[config.mk]
export PLATFORM = sky130hd
export DESIGN_NAME = vec_reloc
export DESIGN_NICKNAME = d
export VERILOG_FILES = /design/src/hdl/vec_reloc_pkg.sv /design/src/hdl/vec_seq_if.sv /design/src/hdl/vec_change_seq.sv /design/src/hdl/vec_reloc.sv
export SDC_FILE = /design/constraint.sdc
export NUM_CORES = 1
export LEC_CHECK = 0
export ABC_AREA = 1
export ABC_CLOCK_PERIOD_IN_PS = 2630
export BUFFER_PORTS_ARGS = -buffer_cell sky130_fd_sc_hd__buf_2
export CAP_MARGIN = 10
export CELL_PAD_IN_SITES_DETAIL_PLACEMENT = 1
export CELL_PAD_IN_SITES_GLOBAL_PLACEMENT = 1
export CORE_MARGIN = 10
export CORE_UTILIZATION = 27
export CTS_BUF_LIST = sky130_fd_sc_hd__clkbuf_8
export DETAILED_ROUTE_END_ITERATION = 16
export PLACE_DENSITY = 0.85
export SYNTH_ARGS = -nofsm -noshare
export SYNTH_HDL_FRONTEND = slang
export SYNTH_SLANG_ARGS = --single-unit
[constraint.sdc]
create_clock -name clk -period 2.63 [get_ports clk]
set_input_delay 0.263 -clock clk [delete_from_list [all_inputs] [get_ports clk]]
set_output_delay 0.263 -clock clk [all_outputs]
set_load 0.05 [all_outputs]
[src/hdl/vec_reloc_pkg.sv]
// Package: register map, field positions, reset values and timing counts for vector relocation
package vec_reloc_pkg;

  // ----------------------------------------------------------------
  // Register map (byte addresses on the register bus)
  // ----------------------------------------------------------------
  localparam logic [11:0] GEN_IRQ_CTRL_OFS = 12'h000; // General interrupt control
  localparam logic [11:0] RELOC_STATUS_OFS = 12'h004; // Fuse and sequence status

  // ----------------------------------------------------------------
  // Control register fields
  // ----------------------------------------------------------------
  localparam int CHG_EN_BIT   = 0;                    // vector_change_enable
  localparam int VSEL_BIT     = 1;                    // vector_table_select
  localparam int EXT_IRQ2_BIT = 5;                    // ext_irq2_enable
  localparam int EXT_IRQ0_BIT = 6;                    // ext_irq0_enable
  localparam int EXT_IRQ1_BIT = 7;                    // ext_irq1_enable
  localparam logic [7:0] GEN_IRQ_CTRL_RST = 8'h00;    // Reset value of the control register

  // ----------------------------------------------------------------
  // Status register fields
  // ----------------------------------------------------------------
  localparam int ST_SIZE_LSB   = 0;                   // boot_size_fuses, two bits
  localparam int ST_RST_FUSE   = 2;                   // boot_reset_fuse
  localparam int ST_APP_LOCK   = 3;                   // app_boot_lock_bit
  localparam int ST_BOOT_LOCK  = 4;                   // boot_section_lock_bit
  localparam int ST_MASK       = 5;                   // Sequence mask active
  localparam int ST_WINDOW     = 6;                   // Change window open
  localparam int ST_IRQ_BLOCK  = 7;                   // Interrupts blocked

  // ----------------------------------------------------------------
  // Fuse convention and flash geometry
  // ----------------------------------------------------------------
  localparam logic FUSE_PROGRAMMED = 1'b0;            // A fuse or lock bit reads 0 when programmed
  localparam int   FLASH_AW        = 14;              // Word address width of program flash
  localparam logic [13:0] APP_RESET_ADDR = 14'h0000;  // Reset address in the application section
  localparam logic [13:0] VEC_STEP       = 14'h0002;  // Words between two vectors
  localparam logic [13:0] BOOT_START_SZ0 = 14'h3800;  // Boot start, 4K byte section
  localparam logic [13:0] BOOT_START_SZ1 = 14'h3c00;  // Boot start, size code 1
  localparam logic [13:0] BOOT_START_SZ2 = 14'h3e00;  // Boot start, size code 2
  localparam logic [13:0] BOOT_START_SZ3 = 14'h3f00;  // Boot start, size code 3

  // ----------------------------------------------------------------
  // Timing counts in system clock cycles
  // ----------------------------------------------------------------
  localparam int WINDOW_CYCLES = 4;                   // Change-enable window length
  localparam int MASK_CYCLES   = 4;                   // Mask length when no select write follows
  localparam int NUM_VECTORS   = 21;                  // Reset plus twenty interrupt vectors

endpackage

[src/hdl/vec_seq_if.sv]
// Interface: handshake between the register front end and the change-sequence timer
`timescale 1ns/1ps
`default_nettype none
interface vec_seq_if;
  logic start;        // Enable write accepted, one-cycle pulse
  logic sel_write;    // Select write accepted inside the window, one-cycle pulse
  logic instr_done;   // Core finished an instruction, one-cycle pulse
  logic window_open;  // Change window open (reads back as change enable)
  logic mask_active;  // Sequence mask currently applied
  logic nxt_mask;     // Value the mask takes at the next edge

  modport ctrl (output start, output sel_write, output instr_done,
                input window_open, input mask_active, input nxt_mask);
  modport seq  (input start, input sel_write, input instr_done,
                output window_open, output mask_active, output nxt_mask);
endinterface
`default_nettype wire

[src/hdl/vec_change_seq.sv]
// Change-sequence timer: opens the select window and holds the interrupt mask
`timescale 1ns/1ps
`default_nettype none
module vec_change_seq #(
  parameter int WINDOW_LEN = vec_reloc_pkg::WINDOW_CYCLES,
  parameter int MASK_LEN   = vec_reloc_pkg::MASK_CYCLES
) (
  input  wire logic clk,
  input  wire logic srst,
  vec_seq_if.seq    sq
);

  // ----------------------------------------------------------------
  // State and counter
  // ----------------------------------------------------------------
  typedef enum logic [1:0] {IDLE, WINDOW, HOLD} seq_state_t;

  seq_state_t  state_ff;     // Sequence phase
  seq_state_t  nxt_state;    // Next phase
  logic [2:0]  cnt_ff;       // Cycles left in the window
  logic [2:0]  nxt_cnt;      // Next count
  logic        mask_ff;      // Mask flop
  logic        nxt_mask;     // Next mask

  localparam logic [2:0] WIN_LOAD  = 3'(WINDOW_LEN - 1);
  localparam logic [2:0] MASK_LOAD = 3'(MASK_LEN - 1);

  // Next-state logic; a fresh enable write restarts the window
  always_comb begin
    nxt_state = state_ff;
    nxt_cnt   = cnt_ff;
    nxt_mask  = mask_ff;
    case (state_ff)
      IDLE: begin
        // Nothing pending
        nxt_mask = 1'b0;
      end
      WINDOW: begin
        if (sq.sel_write) begin
          // Select written: close window, keep mask past next instruction
          nxt_state = HOLD;
        end else if (cnt_ff == 3'h0) begin
          // No select write: release after the counted cycles
          nxt_state = IDLE;
          nxt_mask  = 1'b0;
        end else begin
          nxt_cnt = cnt_ff - 3'h1; // Counts system clock cycles
        end
      end
      HOLD: begin
        // Mask held until the core completes the following instruction
        if (sq.instr_done) begin
          nxt_state = IDLE;
          nxt_mask  = 1'b0;
        end
      end
      default: begin
        nxt_state = IDLE;
        nxt_mask  = 1'b0;
      end
    endcase
    if (sq.start) begin
      // Masking begins in the very cycle the enable is set
      nxt_state = WINDOW;
      nxt_cnt   = (WIN_LOAD > MASK_LOAD) ? WIN_LOAD : MASK_LOAD;
      nxt_mask  = 1'b1;
    end
  end

  // Phase and count registers
  always_ff @(posedge clk) begin
    if (srst) begin
      state_ff <= IDLE;
      cnt_ff   <= 3'h0;
    end else begin
      state_ff <= nxt_state;
      cnt_ff   <= nxt_cnt;
    end
  end

  // Mask register
  always_ff @(posedge clk) begin
    if (srst) begin
      mask_ff <= 1'b0;
    end else begin
      mask_ff <= nxt_mask;
    end
  end

  assign sq.window_open = (state_ff == WINDOW);
  assign sq.mask_active = mask_ff;
  assign sq.nxt_mask    = nxt_mask;

endmodule
`default_nettype wire

[src/hdl/vec_reloc.sv]
// Interrupt vector relocation: control register, vector addresses and interrupt blocking
//
// Behaviour
// - Select zero: vectors start after reset vector
// - Select one: vectors at boot section start
// - Mask from enable until instruction after select
// - Without select write, mask four cycles only
// - Masking leaves the core's global flag alone
// - Enable clears after four cycles or select
// - Boot vectors, app lock: block in application
// - App vectors, boot lock: block in boot
// - Select bit 1, enable bit 0, reset zero
// - Reset address boot start or zero by fuse
// - Relocated vectors two words apart from start
// - Reset fuse one unprogrammed, zero programmed
//
// Added by the designer: the placing of the registers and the APB slave port.
`timescale 1ns/1ps
`default_nettype none
module vec_reloc #(
  parameter logic [13:0] BOOT_START_0 = vec_reloc_pkg::BOOT_START_SZ0,
  parameter logic [13:0] BOOT_START_1 = vec_reloc_pkg::BOOT_START_SZ1,
  parameter logic [13:0] BOOT_START_2 = vec_reloc_pkg::BOOT_START_SZ2,
  parameter logic [13:0] BOOT_START_3 = vec_reloc_pkg::BOOT_START_SZ3
) (
  input  wire logic        clk,                    // System clock
  input  wire logic        srst,                   // Synchronous reset, active high
  // APB slave
  input  wire logic        psel,                   // Slave select
  input  wire logic        penable,                // Access phase
  input  wire logic        pwrite,                 // Write direction
  input  wire logic [11:0] paddr,                  // Byte address
  input  wire logic [31:0] pwdata,                 // Write data
  input  wire logic [3:0]  pstrb,                  // Byte strobes
  output logic      [31:0] prdata,                 // Read data
  output logic             pready,                 // Transfer done
  output logic             pslverr,                // Unmapped address
  // Fuses and lock bits, static
  input  wire logic        boot_reset_fuse,        // 0 = programmed
  input  wire logic [1:0]  boot_size_fuses,        // Boot section size code
  input  wire logic        app_boot_lock_bit,      // 0 = programmed
  input  wire logic        boot_section_lock_bit,  // 0 = programmed
  // Core side
  input  wire logic [13:0] exec_pc,                // Word address being executed
  input  wire logic        instr_done,             // Instruction completed, pulse
  input  wire logic [4:0]  irq_num,                // Vector number to look up
  output logic      [13:0] reset_address,          // Where execution starts after reset
  output logic      [13:0] vector_base,            // Address of the reset slot of the table
  output logic      [13:0] irq_vector_addr,        // Address of vector irq_num
  output logic      [2:0]  ext_irq_enables,        // {ext_irq1, ext_irq0, ext_irq2} enables
  output logic             irq_block               // Interrupts blocked this cycle
);

  // ----------------------------------------------------------------
  // Helpers
  // ----------------------------------------------------------------

  // Boot section start for a size code; used for vectors, reset and locks
  function automatic logic [13:0] boot_start_of(input logic [1:0] sz);
    logic [13:0] a;
    a = BOOT_START_0;
    if (sz == 2'h1) begin
      a = BOOT_START_1;
    end else if (sz == 2'h2) begin
      a = BOOT_START_2;
    end else if (sz == 2'h3) begin
      a = BOOT_START_3;
    end
    return a;
  endfunction

  // True when a word address falls inside the boot section
  function automatic logic in_boot(input logic [13:0] pc, input logic [1:0] sz);
    return pc >= boot_start_of(sz);
  endfunction

  // ----------------------------------------------------------------
  // Declarations
  // ----------------------------------------------------------------
  vec_seq_if   seq_bus ();                 // Link to the sequence timer

  logic        vsel_ff;                    // vector_table_select
  logic [2:0]  ext_en_ff;                  // External interrupt enables
  logic [31:0] prdata_ff;                  // Read data register
  logic        pready_ff;                  // Ready register
  logic        pslverr_ff;                 // Error register
  logic [13:0] reset_addr_ff;              // Reset address register
  logic [13:0] vec_base_ff;                // Table base register
  logic [13:0] irq_vec_ff;                 // Looked-up vector register
  logic        irq_block_ff;               // Blocking register
  logic        acc;                        // Access completes at this edge
  logic        ctrl_hit;                   // Control register addressed
  logic        stat_hit;                   // Status register addressed
  logic        ctrl_wr;                    // Low byte of control written
  logic        start_wr;                   // Enable written to one
  logic        sel_wr;                     // Select write inside the window
  logic        nxt_vsel;                   // Select after this edge
  logic        lock_block;                 // Lock-bit blocking term
  logic [7:0]  ctrl_rd;                    // Control readback
  logic [7:0]  stat_rd;                    // Status readback
  logic [13:0] boot_start;                 // Current boot section start

  // ----------------------------------------------------------------
  // APB decode
  // ----------------------------------------------------------------

  // One wait state: ready rises in the second access cycle, so every
  // write lands on the edge where the master sees ready
  // Only the low byte lane matters: both registers are eight bits wide,
  // so a write with pstrb[0] low leaves every control bit untouched
  assign acc      = psel & penable & pready_ff;
  assign ctrl_hit = (paddr == vec_reloc_pkg::GEN_IRQ_CTRL_OFS);
  assign stat_hit = (paddr == vec_reloc_pkg::RELOC_STATUS_OFS);
  assign ctrl_wr  = acc & pwrite & ctrl_hit & pstrb[0];

  // Step one of the change sequence: enable written to one
  assign start_wr = ctrl_wr & pwdata[vec_reloc_pkg::CHG_EN_BIT];

  // Step two: enable written zero while the window is open
  assign sel_wr   = ctrl_wr & ~pwdata[vec_reloc_pkg::CHG_EN_BIT] & seq_bus.window_open;

  // Select takes the written value only on a window write
  assign nxt_vsel = sel_wr ? pwdata[vec_reloc_pkg::VSEL_BIT] : vsel_ff;

  assign boot_start = boot_start_of(boot_size_fuses);

  // ----------------------------------------------------------------
  // Sequence timer
  // ----------------------------------------------------------------
  assign seq_bus.start      = start_wr;
  assign seq_bus.sel_write  = sel_wr;    // Clears the window at once
  assign seq_bus.instr_done = instr_done;

  vec_change_seq #(
    .WINDOW_LEN (vec_reloc_pkg::WINDOW_CYCLES),
    .MASK_LEN   (vec_reloc_pkg::MASK_CYCLES)
  ) u_seq (
    .clk  (clk),
    .srst (srst),
    .sq   (seq_bus)
  );

  // ----------------------------------------------------------------
  // Register file
  // ----------------------------------------------------------------

  // Vector select bit; reset puts the table in the application section
  always_ff @(posedge clk) begin
    if (srst) begin
      vsel_ff <= vec_reloc_pkg::GEN_IRQ_CTRL_RST[vec_reloc_pkg::VSEL_BIT];
    end else begin
      vsel_ff <= nxt_vsel;
    end
  end

  // External interrupt enables are plain read/write bits
  always_ff @(posedge clk) begin
    if (srst) begin
      ext_en_ff <= 3'h0;
    end else if (ctrl_wr) begin
      ext_en_ff <= {pwdata[vec_reloc_pkg::EXT_IRQ1_BIT],
                    pwdata[vec_reloc_pkg::EXT_IRQ0_BIT],
                    pwdata[vec_reloc_pkg::EXT_IRQ2_BIT]};
    end
  end

  // Control readback; the enable bit is the live window flag
  always_comb begin
    ctrl_rd = 8'h00;
    ctrl_rd[vec_reloc_pkg::CHG_EN_BIT]   = seq_bus.window_open;
    ctrl_rd[vec_reloc_pkg::VSEL_BIT]     = vsel_ff;
    ctrl_rd[vec_reloc_pkg::EXT_IRQ2_BIT] = ext_en_ff[0];
    ctrl_rd[vec_reloc_pkg::EXT_IRQ0_BIT] = ext_en_ff[1];
    ctrl_rd[vec_reloc_pkg::EXT_IRQ1_BIT] = ext_en_ff[2];
  end

  // Status readback shows fuses and the sequence state
  always_comb begin
    stat_rd = 8'h00;
    stat_rd[vec_reloc_pkg::ST_SIZE_LSB +: 2]  = boot_size_fuses;
    stat_rd[vec_reloc_pkg::ST_RST_FUSE]       = boot_reset_fuse;
    stat_rd[vec_reloc_pkg::ST_APP_LOCK]       = app_boot_lock_bit;
    stat_rd[vec_reloc_pkg::ST_BOOT_LOCK]      = boot_section_lock_bit;
    stat_rd[vec_reloc_pkg::ST_MASK]           = seq_bus.mask_active;
    stat_rd[vec_reloc_pkg::ST_WINDOW]         = seq_bus.window_open;
    stat_rd[vec_reloc_pkg::ST_IRQ_BLOCK]      = irq_block_ff;
  end

  // Ready pulses for one cycle in the second access cycle
  always_ff @(posedge clk) begin
    if (srst) begin
      pready_ff <= 1'b0;
    end else begin
      pready_ff <= psel & penable & ~pready_ff;
    end
  end

  // Read data and error are loaded together with ready
  always_ff @(posedge clk) begin
    if (srst) begin
      prdata_ff  <= 32'h0000_0000;
      pslverr_ff <= 1'b0;
    end else if (psel & penable & ~pready_ff) begin
      if (ctrl_hit) begin
        prdata_ff  <= {24'h00_0000, ctrl_rd};
        pslverr_ff <= 1'b0;
      end else if (stat_hit) begin
        prdata_ff  <= {24'h00_0000, stat_rd};
        pslverr_ff <= 1'b0;
      end else begin
        // Unmapped: zero data and an error
        prdata_ff  <= 32'h0000_0000;
        pslverr_ff <= 1'b1;
      end
    end else begin
      prdata_ff  <= 32'h0000_0000;
      pslverr_ff <= 1'b0;
    end
  end

  // ----------------------------------------------------------------
  // Vector addresses
  // ----------------------------------------------------------------

  // Reset address follows the reset fuse, zero meaning programmed
  always_ff @(posedge clk) begin
    if (srst) begin
      reset_addr_ff <= 14'h0000;
    end else if (boot_reset_fuse == vec_reloc_pkg::FUSE_PROGRAMMED) begin
      reset_addr_ff <= boot_start;
    end else begin
      reset_addr_ff <= vec_reloc_pkg::APP_RESET_ADDR;
    end
  end

  // Table base moves with the select bit; it tracks the next value so the
  // core sees the new table on the same edge the bit changes
  always_ff @(posedge clk) begin
    if (srst) begin
      vec_base_ff <= 14'h0000;
    end else if (nxt_vsel) begin
      vec_base_ff <= boot_start;
    end else begin
      vec_base_ff <= vec_reloc_pkg::APP_RESET_ADDR;
    end
  end

  // Vector n sits n steps of two words above the base; out-of-range
  // numbers give the base itself
  always_ff @(posedge clk) begin
    if (srst) begin
      irq_vec_ff <= 14'h0000;
    end else if (irq_num < 5'(vec_reloc_pkg::NUM_VECTORS)) begin
      irq_vec_ff <= (nxt_vsel ? boot_start : vec_reloc_pkg::APP_RESET_ADDR)
                  + 14'(vec_reloc_pkg::VEC_STEP * irq_num);
    end else begin
      irq_vec_ff <= nxt_vsel ? boot_start : vec_reloc_pkg::APP_RESET_ADDR;
    end
  end

  // ----------------------------------------------------------------
  // Interrupt blocking
  // ----------------------------------------------------------------

  // Lock bits block interrupts in the section that does not hold the table;
  // the fetch address is taken as presented, one cycle of lag
  // A change of the size fuses moves the section boundary one edge later
  always_comb begin
    lock_block = 1'b0;
    if (nxt_vsel && (app_boot_lock_bit == vec_reloc_pkg::FUSE_PROGRAMMED) &&
        !in_boot(exec_pc, boot_size_fuses)) begin
      lock_block = 1'b1;
    end else if (!nxt_vsel && (boot_section_lock_bit == vec_reloc_pkg::FUSE_PROGRAMMED) &&
                 in_boot(exec_pc, boot_size_fuses)) begin
      lock_block = 1'b1;
    end
  end

  // Blocking is a separate gate toward the core; the global enable flag in
  // the core's status register is never written from here
  always_ff @(posedge clk) begin
    if (srst) begin
      irq_block_ff <= 1'b0;
    end else begin
      irq_block_ff <= seq_bus.nxt_mask | lock_block;
    end
  end

  // ----------------------------------------------------------------
  // Outputs
  // ----------------------------------------------------------------
  assign prdata          = prdata_ff;
  assign pready          = pready_ff;
  assign pslverr         = pslverr_ff;
  assign reset_address   = reset_addr_ff;
  assign vector_base     = vec_base_ff;
  assign irq_vector_addr = irq_vec_ff;
  assign ext_irq_enables = ext_en_ff;
  assign irq_block       = irq_block_ff;

endmodule
`default_nettype wire

Word-level counts from Yosys, hierarchy flattened
Cells that the tools add are included.
{ "op_classes": {"n_reduce_logical": 19, "bitwise": 19, "magnitude_cmp": 3, "mul": 0, "eq_ne": 13, "n_shift": 0, "addsub": 2, "div_mod_pow": 0, "n_mux": 26} }
{ "op_table": {"columns": ["cell", "count"], "rows": [
  ["two-way mux 14 bit", 3],
  ["two-way mux 11 bit", 3],
  [">= comparator 14 bit", 2],
  ["two-way mux 8 bit", 2],
  ["adder 14 x 6 -> 14 bit", 1],
  ["two-way mux 2 bit", 7],
  ["equality test 12 x 3 -> 1 bit, second input constant", 1],
  ["zero test 12 bit", 1],
  ["AND reduction 3 bit", 4],
  ["bitwise AND 1 bit", 9],
  ["two-way mux 1 bit", 9],
  ["NOT 1 bit", 9],
  ["inequality test 2 bit, second input constant", 4],
  ["equality test 2 bit, second input constant", 3],
  ["one-hot mux 2 bit (3 select lines)", 1],
  ["OR reduction 2 bit", 3],
  ["< comparator 5 bit, second input constant", 1],
  ["equality test 2 x 1 -> 1 bit, second input constant", 2],
  ["logical AND 1 bit", 4],
  ["inequality test 4 x 2 -> 1 bit, second input constant", 1],
  ["OR reduction 4 bit", 1],
  ["zero test 3 bit", 1],
  ["inequality test 3 x 1 -> 1 bit, second input constant", 1],
  ["inequality test 3 bit, second input constant", 1],
  ["7 further kinds", 8]
]} }
{ "totals": {"latchBits": 0, "reg_bits": 87, "wordCells": 98, "n_memories": 0, "ramBits": 0, "rom_bits": 0} }

Depth between registers and ports, before layout
{ "logic_depth": {"depth_word": 16, "depth_mapped": 11, "depth_no_buf": 11} }

Cells and area by module
From an unflattened synthesis, not the netlist that was laid out.
{ "unflattened": {"cells_unflattened": 259, "hier_area_um2": 1924.3} }
{ "modules_own_cells": {"columns": ["mod", "cells_each", "n_inst", "area_per_inst_um2"], "rows": [
  ["vec_reloc", 205, 1, 1539.0],
  ["vec_change_seq", 54, 1, 385.4]
]} }

Worst setup path after synthesis
Ideal clock, no wire load.
{ "synth_path": {"path_kind": "flip-flop to flip-flop", "from": "register pready_ff (netlist: pready)", "to": "register irq_block_ff (netlist: irq_block)", "t_required_ps": 2517, "stages_incl_launch_ff": 10, "setup_time_ps": 113, "arrival_time_ps": 1555, "path_buffers": 0, "setup_slack_ps": 961, "cell_sequence": "dfxtp_1 > nand3_1 > nor2_2 > nand3_4 > nor2_4 > nand3_1 > nand3_1 > nand2_1 > nand3_1 > nand2_1"} }
{ "synth_between": {"elab_chain_len": 13, "elab_cells_between_ends": 19} }
{ "synth_rtl": {"columns": ["item", "line", "text"], "rows": [
  ["start, declared", "vec_reloc.sv:85", "logic pready_ff;"],
  ["start signal, assigned", "vec_reloc.sv:194", "pready_ff <= psel & penable & ~pready_ff;"],
  ["bitwise AND 1 bit (*)", "vec_reloc.sv:111", "assign acc = psel & penable & pready_ff;"],
  ["bitwise AND 1 bit (*) (3 in series)", "vec_reloc.sv:114", "assign ctrl_wr = acc & pwrite & ctrl_hit & pstrb[0];"],
  ["bitwise AND 1 bit (2 in series)", "vec_reloc.sv:120", "assign sel_wr = ctrl_wr & ~pwdata[vec_reloc_pkg::CHG_EN_BIT] & seq_bus.window_open;"],
  ["two-way mux 1 bit", "vec_reloc.sv:123", "assign nxt_vsel = sel_wr ? pwdata[vec_reloc_pkg::VSEL_BIT] : vsel_ff;"],
  ["zero test 1 bit", "vec_reloc.sv:273", "end else if (!nxt_vsel && (boot_section_lock_bit == vec_reloc_pkg::FUSE_PROGRAMMED) &&"],
  ["logical AND 1 bit (2 in series)", "vec_reloc.sv:273", null],
  ["two-way mux 1 bit", "vec_reloc.sv:273", null],
  ["two-way mux 1 bit", "vec_reloc.sv:270", "if (nxt_vsel && (app_boot_lock_bit == vec_reloc_pkg::FUSE_PROGRAMMED) &&"],
  ["OR 1 bit (*)", "vec_reloc.sv:285", "irq_block_ff <= seq_bus.nxt_mask | lock_block;"],
  ["end signal, assigned", "vec_reloc.sv:285", null],
  ["end, declared", "vec_reloc.sv:90", "logic irq_block_ff;"]
]} }
Mark *: on every way between the ends. The rest lies on a longest branch, timed or not.
A chain may end at the register's enable or synchronous reset.

Worst setup path in the final report
Ends and elaborated chain as after synthesis.

==> flow_summary.toml <==
[route]
ant_nets = 0
drcViolationCount = 0
wire_per_inst_um = 14.1
dr.first_iter.drc_count = 18
wl_um = 5670
via_per_inst = 4.07
dr_total_vias = 1638
dr.pass1.iters = 4

[worst_hold_path]
hold_depth = 2
hold_path_class = "in -> reg"
hold_path.startpoint = "boot_reset_fuse"
min_to = "reset_address[12]"

[clock_tree]
clkTransAtPathRegs_ps = 60
numCtsBuffers = 5
cts_hold_buf = 0
insertion_delay_ps = 280
cts_resized = 0
clock_path_buffers = 2
cts_htree_levels = 2
cts_tree = "yes"
cts_num_sinks = 33
cts_setup_buffers = 0
cts_root_buf = "clkbuf_8"

[pwr]
power_density_mw_per_mm2 = 519
leakagePower_nw = 1.25
ir_drop_mv = 0.159
p_total_mw = 1.15

[setup_path]
regToRegStartpoint = "pready"
startpoint = "pready"
cp-end-kind = "flip-flop"
ff2ff_path_depth = 9
path_class = "reg -> reg"
required_ps = 2810
regToRegEndpoint = "irq_block"
worst-path-max-fanout = 9
crit_path_start_kind = "flip-flop"
arrival_ps = 1640
r2r_slack_ps = 1170

[logic_synthesis]
synth_edf_count = 0
syn-mean-instance-area_um2 = 7.65
synth_top_area_cell = "dfxtp_1"
synth_common_cells = "buf_4, inv_1, dfxtp_1, nor2_1, nand2_1"
synth_top_flop_cell = "dfxtp_1"
ys_ff_latch = 33
yosysTopAreaCellShare = 0.355
syn_inst = 243
async_flop_share = 0
synth_most_common_cell = "buf_4"
netlist_area_mm2 = 0.00186
synth_warnings = 0
synthTopCellsByArea = "dfxtp_1, buf_4, inv_1"
synth.distinct_cells = 24
ys_seq_area_frac = 0.355

[floorplan]
rows = 30
io_pins = 158
fp.coreArea_mm2 = 0.00676
start_util = 0.275
die_w_um = 103
die_height_um = 103
die_area_mm2 = 0.0106

[final_layout]
instances_no_fill = 402
ff_latch_area_um2 = 661
n_antenna_cell = 0
drive_above_1_share = 0.307
final.fill_count = 883
nets = 408
syn2layout_area_growth_pct = 19.3
multi_input_area_um2 = 801

[timing]
fin_crit_ps = 1460
fin_crit_sh = 0.556
setup_viol_count_final = 0
drv_slew = 0
rsz0062_at_grt = "false"
tns_ps = 0
worst_slack_ps = 1170
fin_worst_hold_slack_ps = 160
fmax_ghz = 0.684
hold_violations = 0
fin_worst_skew_ps = 3.26

[place]
hpwl_um = 5000
gp_congestion = 0.771
post-place-ws_ps = 1040
placed_cells = 395
numPortBuffers = 84

[global_routing]
grtUsageTotal = 0.103
grt_start_max_net_pins = 10
overflow = 0
grt_pass1_wl_um = 8600
grt_pass1_vias = 1797
antenna_found_initial = 0

[flow_run]
maxCapViolCount = 0

[status]
status = "complete, no violations"
==> critical path: stages, from the launching register on <==
cell and delay (ps):
dfxtp_1 370, nand3_1 100, nor2_2 170, nand3_4 150
nor2_4 160, nand3_1 120, nand3_1 110, nand2_1 60
nand3_1 70, nand2_1 50
==> routing by layer <==
metal | global-route usage | vias up | routed length (um) | part of all wire
li1 | - | 819 | - | -
met5 | 0 | - | 0 | 0
met3 | 0.0416 | 11 | 544 | 0.096
met4 | 0.0439 | 0 | 128 | 0.023
met1 | 0.107 | 731 | 2180 | 0.38
met2 | 0.180 | 77 | 2820 | 0.50
==> sequential cells by signal, summed over array words and instances (netlist names), 2 cells and up <==
register         flops
u_seq.cnt_ff         3
reset_address        4
ext_irq_enables      3
prdata               8
irq_vector_addr      9
u_seq.state_ff       2
==> per-stage QoR <==
| step | util | instance area [um^2] |
|---|---|---|
| 2_1_floorplan | - | 2020 |
| 3_3_place_gp | 0.316 | 2130 |
| 3_5_place_dp | 0.316 | 2130 |
| 4_1_cts | 0.328 | 2220 |
| 5_1_grt | 0.328 | 2220 |
| 6_report | 0.328 | 2220 |
==> layout by cell type (no fill, tap or decap), types with 2 or more instances in the layout <==
master,n
inv_1,41
nand2_1,25
buf_2,84
conb_1,43
clkbuf_8,6
o32ai_1,5
nor3_1,5
a21oi_1,8
ha_1,8
nand3_1,9
dfxtp_1,33
nand4_1,4
o21ai_0,9
nor2_1,29
nand2_2,2
nor2_4,2
==> worst max-delay path by stage <==
stage | end | slack [ps] | cells past startpoint
floorplan | irq_block | 960 | 9
global placement | irq_block | 1090 | 11
detailed placement | irq_block | 1040 | 11
CTS | irq_block | 1150 | 9
global route | prdata[7] | 960 | 3
finish | irq_block | 1170 | 9
==> final cells by class <==
cell class | count | area share
inverters | 40 | 0.0677
clock inverters | 1 | 0.00169
repair buffers | 84 | 0.190
multi-input cells | 158 | 0.361
clock buffers | 6 | 0.0372
flip-flops and latches | 33 | 0.298
well taps | 80 | 0.0451
==> report_power, final <==
| group | switching (mW) | leakage, nW | internal [mW] | total, mW |
|---|---|---|---|---|
| Clock | 0.174 | 0.0485 | 0.204 | 0.378 |
| Combinational | 0.219 | 0.939 | 0.0440 | 0.263 |
| Sequential | 0.00271 | 0.268 | 0.508 | 0.511 |
==> kinds of logic (layout without fill, tap and decap cells) <==
kind of cell / count (synthesis) / after routing / share of synthesized area
flops: 33 / 33 / 0.355
buf+inv: 94 / 131 / 0.299
fa+ha+maj: 8 / 8 / 0.0538
other cells: 1 / 43 / 0.00202
compound gates: 24 / 24 / 0.0781
simple gates: 83 / 83 / 0.212
No activity file was read; power rests on OpenSTA's default activity.
